===== config.mk =====
export PLATFORM = sky130hd
export DESIGN_NAME = adc_sleep_wake
export DESIGN_NICKNAME = d
export VERILOG_FILES = /design/src/rtl/adc_wake_pkg.sv /design/src/rtl/adc_code_former.sv /design/src/rtl/adc_sleep_wake.sv
export SDC_FILE = /design/constraint.sdc
export NUM_CORES = 1
export LEC_CHECK = 0
export BUFFER_PORTS_ARGS = -buffer_cell sky130_fd_sc_hd__clkbuf_2
export CAP_MARGIN = 15
export CORE_MARGIN = 2
export CORE_UTILIZATION = 40
export CTS_CLUSTER_SIZE = 10
export DETAILED_ROUTE_END_ITERATION = 12
export PLACE_DENSITY = 0.6
export SYNTH_ARGS = -nofsm -noshare
export SYNTH_HDL_FRONTEND = slang
export SYNTH_SLANG_ARGS = --single-unit

===== constraint.sdc =====
create_clock -name clock -period 2.35 [get_ports clock]
set_clock_uncertainty 0.15 [all_clocks]
set_input_delay 0.3525 -clock clock [delete_from_list [all_inputs] [get_ports clock]]
set_output_delay 0.3525 -clock clock [all_outputs]
set_load 0.1 [all_outputs]

===== src/rtl/adc_wake_pkg.sv =====
// Shared constants for the converter wake-up, framing and output coding logic.
package adc_wake_pkg;

  // ----------------------------------------------------------------
  // Code and frame layout
  // ----------------------------------------------------------------
  localparam int CODE_BITS = 12;
  localparam int FRAME_BITS = 16;
  localparam int LEAD_ZEROS = 2;
  localparam int TRAIL_ZEROS = 2;
  localparam int COUNT_W = 5;
  localparam logic [CODE_BITS-1:0] CODE_MIN = 12'h000;
  localparam logic [CODE_BITS-1:0] CODE_MAX = 12'hFFF;

  // ----------------------------------------------------------------
  // Falling-edge positions inside a frame
  // ----------------------------------------------------------------
  localparam logic [COUNT_W-1:0] FALL_WAKE_SAMPLE = 5'h01;
  localparam logic [COUNT_W-1:0] FALL_SLEEP_FIRST = 5'h02;
  localparam logic [COUNT_W-1:0] FALL_SLEEP_LAST = 5'h0A;
  localparam logic [COUNT_W-1:0] FALL_CONV_DONE = 5'h0E;
  localparam logic [COUNT_W-1:0] FALL_FRAME_END = 5'h10;

  // ----------------------------------------------------------------
  // Wake-up timing
  // ----------------------------------------------------------------
  localparam int CLOCK_MHZ = 250;
  localparam int WAKE_FAST_NS = 333;
  localparam int SCK_FAST_MHZ = 48;
  localparam int WAKE_SLOW_NS = 1000;
  localparam int SCK_SLOW_MHZ = 16;
  localparam int WAKE_MIN_CYC = WAKE_FAST_NS * CLOCK_MHZ / 1000;

  // ----------------------------------------------------------------
  // Reset values
  // ----------------------------------------------------------------
  localparam logic CS_IDLE = 1'b1;
  localparam logic SCK_IDLE = 1'b0;

  typedef enum logic [1:0] {mode_sleep, mode_waking, mode_awake} power_mode_t;

endpackage

===== src/rtl/adc_code_former.sv =====
// Turns a fine-grained input level into the clamped straight-binary result code.
`timescale 1ns/1ps
`default_nettype none
module adc_code_former
  import adc_wake_pkg::*;
#(
  parameter int IN_W = 18,
  parameter int FRAC = 4
)
(
  // Clock and reset
  input wire logic clock,
  input wire logic rst_n,
  // Level in fractions of one code step, full scale is 4096 steps
  input wire logic signed [IN_W-1:0] level,
  // Result code
  output logic [CODE_BITS-1:0] code
);

  // Refuse widths that cannot reach both saturation ends of the code range.
  if (FRAC < 1 || IN_W < CODE_BITS + FRAC + 2)
  begin
    $error("adc_code_former: input too narrow for the code range");
  end

  logic signed [IN_W:0] rounded;
  logic signed [IN_W:0] steps;
  logic [CODE_BITS-1:0] next_code;

  // ----------------------------------------------------------------
  // Rounding and clamping
  // ----------------------------------------------------------------
  always_comb
  begin
    // Adding half a step puts each boundary midway between integer steps.
    rounded = (IN_W+1)'(level) + (IN_W+1)'(1 << (FRAC - 1));
    steps = rounded >>> FRAC;
    if (steps < 0)
      next_code = CODE_MIN;
    else if (steps > $signed((IN_W+1)'(CODE_MAX)))
      next_code = CODE_MAX;
    else
      next_code = steps[CODE_BITS-1:0];
  end

  always_ff @(posedge clock)
  begin
    if (!rst_n)
      code <= CODE_MIN;
    else
      code <= next_code;
  end

  below_zero_a: assert property (@(posedge clock) disable iff (!rst_n)
    level < 0 |=> code == CODE_MIN)
    else $error("Negative input did not give all zeros.");

  above_full_a: assert property (@(posedge clock) disable iff (!rst_n)
    level >= (IN_W)'((1 << CODE_BITS) << FRAC) |=> code == CODE_MAX)
    else $error("Input above full scale did not give all ones.");

  first_step_a: assert property (@(posedge clock) disable iff (!rst_n)
    level == (IN_W)'(1 << (FRAC - 1)) |=> code == 12'h001)
    else $error("Half a step did not give the first code.");

endmodule
`default_nettype wire


===== src/rtl/adc_sleep_wake.sv =====
// Serial sampling converter: sleep, wake-up, frame output and sample/hold control.
`timescale 1ns/1ps
`default_nettype none
module adc_sleep_wake
  import adc_wake_pkg::*;
#(
  parameter int IN_W = 18,
  parameter int FRAC = 4
)
(
  // Clock and reset
  input wire logic clock,
  input wire logic rst_n,
  // Serial link pins from the host
  input wire logic cs_n,
  input wire logic sck,
  // Serial data pin, driven while sdo_oe_n is low
  output logic sdo_out,
  output logic sdo_oe_n,
  // Analog front end
  input wire logic signed [IN_W-1:0] level,
  output logic hold_mode,
  // Power state
  output logic bias_on,
  output logic ready
);

  // ----------------------------------------------------------------
  // Pin synchronisers and edge detection
  // ----------------------------------------------------------------
  logic cs_meta;
  logic cs_sync;
  logic cs_last;
  logic sck_meta;
  logic sck_sync;
  logic sck_last;
  logic cs_fall;
  logic cs_rise;
  logic sck_fall;

  always_ff @(posedge clock)
  begin
    if (!rst_n)
    begin
      cs_meta <= CS_IDLE;
      cs_sync <= CS_IDLE;
      cs_last <= CS_IDLE;
      sck_meta <= SCK_IDLE;
      sck_sync <= SCK_IDLE;
      sck_last <= SCK_IDLE;
    end
    else
    begin
      cs_meta <= cs_n;
      cs_sync <= cs_meta;
      cs_last <= cs_sync;
      sck_meta <= sck;
      sck_sync <= sck_meta;
      sck_last <= sck_sync;
    end
  end

  assign cs_fall = cs_last & ~cs_sync;
  assign cs_rise = ~cs_last & cs_sync;
  assign sck_fall = sck_last & ~sck_sync;

  // ----------------------------------------------------------------
  // Result code
  // ----------------------------------------------------------------
  logic [CODE_BITS-1:0] code;

  adc_code_former #(
    .IN_W(IN_W),
    .FRAC(FRAC)
  ) former (
    .clock(clock),
    .rst_n(rst_n),
    .level(level),
    .code(code)
  );

  // ----------------------------------------------------------------
  // Power mode and frame sequencing
  // ----------------------------------------------------------------
  power_mode_t mode;
  power_mode_t next_mode;
  logic framing;
  logic next_framing;
  logic [COUNT_W-1:0] count;
  logic [COUNT_W-1:0] next_count;
  logic [FRAME_BITS-1:0] shift;
  logic [FRAME_BITS-1:0] next_shift;
  logic next_hold_mode;
  logic next_sdo_oe_n;

  always_comb
  begin
    next_mode = mode;
    next_framing = framing;
    next_count = count;
    next_shift = shift;
    next_hold_mode = hold_mode;
    next_sdo_oe_n = sdo_oe_n;
    if (cs_fall)
    begin
      // The first leading zero appears as soon as the frame opens.
      next_framing = 1'b1;
      next_count = '0;
      next_shift = {{LEAD_ZEROS{1'b0}}, code, {TRAIL_ZEROS{1'b0}}};
      next_hold_mode = 1'b1;
      next_sdo_oe_n = 1'b0;
      if (mode == mode_sleep)
        next_mode = mode_waking;
    end
    else if (framing && cs_rise)
    begin
      next_framing = 1'b0;
      next_sdo_oe_n = 1'b1;
      unique case (mode)
        mode_waking:
        begin
          // An aborted wake-up frame leaves the device asleep.
          next_mode = mode_sleep;
          next_hold_mode = 1'b1;
        end
        mode_awake:
        begin
          if (count >= FALL_SLEEP_FIRST && count < FALL_SLEEP_LAST)
          begin
            next_mode = mode_sleep;
            next_hold_mode = 1'b1;
          end
          else
            next_hold_mode = 1'b0;
        end
        mode_sleep:
          next_hold_mode = 1'b1;
      endcase
    end
    else if (framing && sck_fall)
    begin
      next_count = count + 5'h01;
      next_shift = {shift[FRAME_BITS-2:0], 1'b0};
      if (mode == mode_waking && next_count == FALL_WAKE_SAMPLE)
        next_hold_mode = 1'b0;
      if (mode == mode_awake && next_count == FALL_CONV_DONE)
        next_hold_mode = 1'b0;
      if (next_count == FALL_FRAME_END)
      begin
        next_framing = 1'b0;
        next_sdo_oe_n = 1'b1;
        if (mode == mode_waking)
          next_mode = mode_awake;
      end
    end
  end

  always_ff @(posedge clock)
  begin
    if (!rst_n)
    begin
      mode <= mode_sleep;
      framing <= 1'b0;
      count <= '0;
      shift <= '0;
      hold_mode <= 1'b1;
      sdo_oe_n <= 1'b1;
    end
    else
    begin
      mode <= next_mode;
      framing <= next_framing;
      count <= next_count;
      shift <= next_shift;
      hold_mode <= next_hold_mode;
      sdo_oe_n <= next_sdo_oe_n;
    end
  end

  assign sdo_out = shift[FRAME_BITS-1];
  assign bias_on = (mode != mode_sleep);
  assign ready = (mode == mode_awake);

  // ----------------------------------------------------------------
  // Checks
  // ----------------------------------------------------------------
  int wake_cnt;

  always_ff @(posedge clock)
  begin
    if (!rst_n || cs_fall)
      wake_cnt <= 0;
    else if (mode == mode_waking)
      wake_cnt <= wake_cnt + 1;
  end

  sleep_hold_a: assert property (@(posedge clock) disable iff (!rst_n)
    mode == mode_sleep |-> hold_mode)
    else $error("Sample-and-hold tracks while asleep.");

  wake_sample_a: assert property (@(posedge clock) disable iff (!rst_n)
    framing && sck_fall && mode == mode_waking && count == 5'h00 && !cs_fall
      |=> !hold_mode && !ready)
    else $error("First falling edge of wake-up did not return to sample.");

  wake_done_a: assert property (@(posedge clock) disable iff (!rst_n)
    framing && sck_fall && mode == mode_waking && count == 5'h0F && !cs_fall
      |=> ready && sdo_oe_n)
    else $error("Device not ready after the 16th falling edge.");

  wake_time_a: assert property (@(posedge clock) disable iff (!rst_n)
    $rose(ready) |-> wake_cnt >= WAKE_MIN_CYC)
    else $error("Wake-up finished sooner than one frame.");

  cs_hold_a: assert property (@(posedge clock) disable iff (!rst_n)
    cs_fall |=> hold_mode && !sdo_oe_n && framing && count == 5'h00)
    else $error("Chip select fall did not open a frame in hold.");

  lead_zero_a: assert property (@(posedge clock) disable iff (!rst_n)
    framing && count < 5'h02 |-> !sdo_out)
    else $error("Leading zero missing.");

  data_float_a: assert property (@(posedge clock) disable iff (!rst_n)
    !framing |-> sdo_oe_n)
    else $error("Data driven outside a frame.");

  sleep_entry_a: assert property (@(posedge clock) disable iff (!rst_n)
    framing && cs_rise && !cs_fall && ready && count >= 5'h02 && count < 5'h0A
      |=> !bias_on ##1 hold_mode)
    else $error("Early chip select rise did not enter sleep.");

  keep_awake_a: assert property (@(posedge clock) disable iff (!rst_n)
    framing && cs_rise && !cs_fall && ready && count >= 5'h0A |=> ready && !hold_mode)
    else $error("Late chip select rise lost power.");

  conv_done_a: assert property (@(posedge clock) disable iff (!rst_n)
    framing && sck_fall && ready && count == 5'h0D && !cs_fall |=> !hold_mode)
    else $error("Sample not resumed at the 14th falling edge.");

endmodule
`default_nettype wire


After elaboration in Yosys (flattened, before gate mapping)
Cells that the tools add are included.
{"block": "totals", "register_bits": 42, "word_cells": 84, "inputBits": 22}
{"block": "op_classes", "mux": 26, "eq_ne": 8, "n_reduce_logical": 22, "magnitude_cmp": 4, "addsub": 2, "bitwise_logic": 8}
{"op": "two-way mux 14 bit", "n": 3}
{"op": "adder 18 x 5 -> 19 bit (second input constant)", "n": 1}
{"op": "greater-than comparator 15 x 13 -> 1 bit (second input constant)", "n": 1}
{"op": "< comparator 15 x 1 -> 1 bit (second input constant)", "n": 1}
{"op": "nonzero test 3 bit", "n": 5}
{"op": "two-way mux 2 bit", "n": 7}
{"op": "two-way mux 1 bit", "n": 13}
{"op": "two-way mux 12 bit", "n": 1}
{"op": "AND reduction 2 bit", "n": 4}
{"op": "AND reduction 6 bit", "n": 1}
{"op": "nonzero test 2 bit", "n": 3}
{"op": "OR reduction 2 bit", "n": 3}
{"op": "adder 5 x 1 -> 5 bit (second input constant)", "n": 1}
{"op": "equality test 5 x 1 -> 1 bit (second input constant)", "n": 1}
{"op": "equality test 5 x 4 -> 1 bit (second input constant)", "n": 1}
{"op": "equality test 5 bit (second input constant)", "n": 1}
{"op": "greater-or-equal comparator 5 x 2 -> 1 bit (second input constant)", "n": 1}
{"op": "logical AND 1 bit", "n": 5}
{"op": "< comparator 5 x 4 -> 1 bit (second input constant)", "n": 1}
{"op": "NOT 1 bit", "n": 5}
{"op": "!= test 4 x 3 -> 1 bit (second input constant)", "n": 1}
{"op": "case mux 2 bit (2 select lines)", "n": 1}
{"op": "bitwise AND 1 bit", "n": 3}
{"op": "equality test 2 x 1 -> 1 bit (second input constant)", "n": 1}
{"op": "5 further kinds", "n": 5}

Longest topological paths before layout
{"block": "depth", "ltp_word": 7, "ltp_mapped": 7, "depth_no_buf": 7}

Modules after synthesis
Synthesis repeated with hierarchy kept, for this count alone.
{"block": "unflattened", "hier_cells": 228, "area_unflattened_um2": 2087.0}
{"module": "adc_sleep_wake", "cells_per_inst": 162, "instances": 1, "area_per_inst_um2": 1442.6, "seq_area_each_um2": 600.6}
{"module": "adc_code_former", "cells_per_inst": 66, "instances": 1, "area_per_inst_um2": 644.4, "seq_area_each_um2": 240.2}

Worst setup path after synthesis
Ideal clock, no wire load.
{"block": "synth_path", "path_type": "reg2out", "from": "register mode[1]", "to": "output port ready", "stages_incl_launch_ff": 3, "setup_slack_ns": 0.145, "t_arrival_ns": 1.703, "t_required_ns": 1.847, "path_cell_list": "dfxtp_1 inv_1 nor2_1"}
{"block": "synth_via", "elab_chain_cells": 1}
{"element": "start: declaration", "line_no": "adc_sleep_wake.sv:85", "text": "power_mode_t mode;"}
{"element": "start signal: assignment", "line_no": "adc_sleep_wake.sv:162", "text": "mode <= mode_sleep;"}
{"element": "start signal: assignment", "line_no": "adc_sleep_wake.sv:171", "text": "mode <= next_mode;"}
{"element": "equality test 2 bit", "line_no": "adc_sleep_wake.sv:182", "text": "assign ready = (mode == mode_awake);"}
{"element": "end: declaration", "line_no": "adc_sleep_wake.sv:25", "text": "output logic ready"}
Every way passes these cells.

Worst setup path in the final report
{"block": "layout_path", "from": "register count[1]", "to": "register mode[0]"}
{"block": "layout_via", "elab_chain_cells": 4, "word_cells_on_any_way": 8, "classes_between": "add/sub (1); order compare (2); eq/ne (2); reduce/logical (3)"}
{"element": "start: declaration", "line_no": "adc_sleep_wake.sv:89", "text": "logic [COUNT_W-1:0] count;"}
{"element": "start signal: assignment", "line_no": "adc_sleep_wake.sv:173", "text": "count <= next_count;"}
{"element": "adder 5 x 1 -> 5 bit (tied with other cells)", "line_no": "adc_sleep_wake.sv:142", "text": "next_count = count + 5'h01;"}
{"element": "equality test 5 bit / logical AND 1 bit (equally long branches)", "line_no": "adc_sleep_wake.sv:148, adc_sleep_wake.sv:128"}
{"element": "nonzero test 3 bit (no line) / != test 4 x 3 -> 1 bit (equally long branches)"}
{"element": "AND reduction 6 bit (no line) *"}
Mark *: on every way between the ends. The rest lies on a longest branch, timed or not.
A chain may end at the register's enable or synchronous reset.

==> qor_table.md <==
| Quantity | Value |
|---|---|
| Status | finished, final reports clean |
| Number of fill cells in the layout | 509 |
| Startpoint Class | flop |
| Most frequent CP cell | nand3_1 |
| Slowest library cell on the worst path | dfxtp_1 |
| Syn Std Cell Area | 0.00207 sq mm |
| 1st-pass router iterations | 4 |
| Vias in the first global route | 1306 |
| Max-slew violation count | 0 |
| Starting DRC count in detailed routing | 49 |
| Clock slew at the register clock pins of the worst setup and hold paths | 0.08 ns |
| Worst Hold Slack | 0.0965 ns |
| Total routing resource utilization after global routing | 0.122 |
| Maximum cell stage delay along the critical path | 0.48 ns |
| Areal power density over the cells | 576 mW/mm^2 |
| Height of the chip | 76.0 um |
| Hold-critical path depth | 2 |
| RSZ-0062 raised after global routing | no |
| Number of buffers between clock root and the deepest sink | 2 |
| First-pass GRT wire length | 5.76 mm |
| Placeable core region | 0.00504 sq mm |
| Fin Setup TNS | 0 ns |
| Cell row count | 26 |
| Number of sinks driven by the clock tree | 42 |
| Synthesized net count | 253 |
| Type of the setup path with the least slack | flop to flop |
| Chip width | 76.0 um |
| Largest driver fanout on the critical path | 9 |
| Crit-path cells | ha_1, nand3_1, o32ai_1, nand3_1, a41o_1 |
| Antenna violations before repair | 0 |
| Final hold violation count | 0 |
| Number of H-tree levels | 2 |
| Maximum number of pins on one net before global-route repair | 26 |
| Post-CTS setup buffer count | 0 |
| Period Utilization, post-route | 0.864 |
| Proportion of synthesized chip area in sequential cells | 0.406 |
| Initial core utilization | 0.411 |
| Final Wtd Congestion | 0.757 |
| Minimum clock period after layout | 2.03 ns |
| Worst Max-Slew Pin Slew | 0.684 ns |
| Flop2flop setup slack | 0.32 ns |
| Grt ovf | 0 |
| Area of the die | 0.00577 sq mm |
| Wirelength, routed | 3.53 mm |
| Number of hold buffers added after CTS | 0 |
| Number of buffers added on ports | 23 |
| Root Buffer Master | clkbuf_8 |
| Max-slew headroom at the worst pin | 0.543 |
| Share of layout cells above drive strength 1 | 0.182 |
| NumNets Final | 275 |
| Worst Setup SP | count[1]$_SDFFE_PP0P_ |
| Critical Path Sink | mode[0]$_SDFFE_PN0P_ |
| Synth-to-Final Area Change | 11.5% |
| Proportion of synthesized flip-flops having asynchronous set or reset | 0 |
| CTS tree | yes |
| FF+latch count, synth | 42 |
| Cells after synthesis | 225 |
| Antenna Diode Count | 0 |
| Ys Warns | 0 |
| Max IR drop VDD | 0.000235 V |
| Post-cts resize count | 0 |
| Reg-to-reg endpoint | mode[0]$_SDFFE_PN0P_ |
| Required arrival time at the worst endpoint | 2.39 ns |
| Most common library cell in the layout ignoring fill and taps | dfxtp_1 |
| Post-DR wirelength/cell | 11.1 um |
| Path depth of the worst reg2reg path | 5 |
| Count of flip-flops with a built-in enable after synthesis | 0 |
| Setup violations, final | 0 |
| Via count | 1537 |
| IO Count | 27 |
| CP endpoint kind | flop |
| Maximum clock frequency | 493 MHz |
| Worst min-delay path class | primary input to flop |
| Antenna-violating nets left | 0 |
| Routed vias/inst | 4.85 |
| Drt drc | 0 |
| CTS Buf Count | 5 |
| Unique masters post-synth | 46 |
| Clock latency of the later-clocked register in the worst-skew pair | 0.29 ns |
| Most frequent cells in the layout | dfxtp_1 (42), clkbuf_2 (23), nand2_1 (21), a21oi_1 (18), nor2_1 (16) |
| Post-synth top flop | dfxtp_1 |
| Number of max-capacitance violations reported | 0 |
| Detailed-placement wirelength estimate | 2.53 mm |
| Crit Reg-Reg Startpoint | count[1]$_SDFFE_PP0P_ |
| Leakage dissipation | 1.09 nW |
| Synthesized area divided by synthesized cell count | 9.20 sq um |
| Data arrival, critical path | 2.07 ns |
-- cells in the mapped netlist, types with 5 or more instances --
cell | instances | share of area
a21oi_1 | 18 | 0.044
and2_1 | 5 | 0.015
dfxtp_1 | 42 | 0.41
ha_1 | 6 | 0.036
inv_1 | 7 | 0.013
mux2i_1 | 14 | 0.068
nand2_1 | 21 | 0.038
nand2b_1 | 6 | 0.018
nand3_1 | 7 | 0.017
nor2_1 | 16 | 0.029
o211a_1 | 11 | 0.053
xnor2_1 | 13 | 0.055
-- critical path, delay by kind of cell, from the launching register on --
kind	cells	cell delay (ns)
DFF	1	0.48
and+or+nand+nor	2	0.37
adders and majority gates	1	0.34
AOI/OAI and AO/OA	2	0.59
-- cells by family (layout without fill, tap and decap cells) --
group	count (synthesis)	in the layout	share of synthesized area
and+or+nand+nor	82	82	0.210
AOI/OAI and AO/OA	46	46	0.162
DFF	42	42	0.406
buffers and inverters	19	41	0.0508
xor gates and xnor gates	16	16	0.0677
muxes	14	14	0.0677
adders and majority gates	6	6	0.0363
-- flip-flops by register name, summed over array words and instances, names as in the netlist --
signal	flops
cs_last	1
cs_sync	1
sck_meta	1
hold_mode	1
sck_last	1
former.code	12
sdo_oe_n	1
shift	14
sck_sync	1
framing	1
count	5
mode	2
cs_meta	1
-- power breakdown --
| group | switching, mW | total [mW] | internal (mW) |
|---|---|---|---|
| sequential | 0.0123 | 0.751 | 0.739 |
| clock | 0.242 | 0.445 | 0.203 |
| combinational | 0.0788 | 0.134 | 0.0550 |
| total | 0.333 | 1.33 | 0.997 |
-- how the worst min path moves through the flow --
stage	start	slack, ns	to
final	cs_n	0.1	cs_meta$_SDFF_PN1_
after global routing	cs_n	0.09	cs_meta$_SDFF_PN1_
after CTS	cs_n	0.09	cs_meta$_SDFF_PN1_
after detailed placement	cs_meta$_SDFF_PN1_	0.26	cs_sync$_SDFF_PN1_
after global placement	cs_meta$_SDFF_PN1_	0.24	cs_sync$_SDFF_PN1_
after floorplan	cs_meta$_SDFF_PN1_	0.24	cs_sync$_SDFF_PN1_
-- per-stage QoR --
stage | instances | power (mW) | instance area (sq um) | worst slack, ns | util
floorplan | 225 | 0.862 | 2070 | 0.145 | -
global placement | 310 | 0.900 | 2220 | 0.336 | 0.441
detailed placement | 310 | 0.902 | 2220 | 0.328 | 0.441
CTS | 317 | 1.35 | 2310 | 0.309 | 0.458
global route | 317 | 1.39 | 2310 | 0.158 | 0.458
finish | 317 | 1.33 | 2310 | 0.320 | 0.458
-- area by class of cell --
| cell class | count | area (sq um) | area share |
|---|---|---|---|
| clock buffer | 5 | 68.8 | 0.0298 |
| clock inverter | 2 | 15.0 | 0.00650 |
| inverter | 7 | 26.3 | 0.0114 |
| multi-input combinational | 164 | 1120 | 0.487 |
| sequential | 42 | 841 | 0.364 |
| tap | 70 | 87.6 | 0.0379 |
| timing repair buffer | 27 | 145 | 0.0629 |
-- layer usage --
layer / part of all wire / routed length [um] / up-vias / global-route usage
li1: - / - / 828 / -
met2: 0.43 / 1510 / 24 / 0.191
met4: 0.014 / 50 / 0 / 0.0545
met5: 0 / 0 / - / 0
met3: 0.030 / 105 / 4 / 0.0286
met1: 0.53 / 1860 / 681 / 0.160
Note: power is estimated with default switching activity, not from simulation.
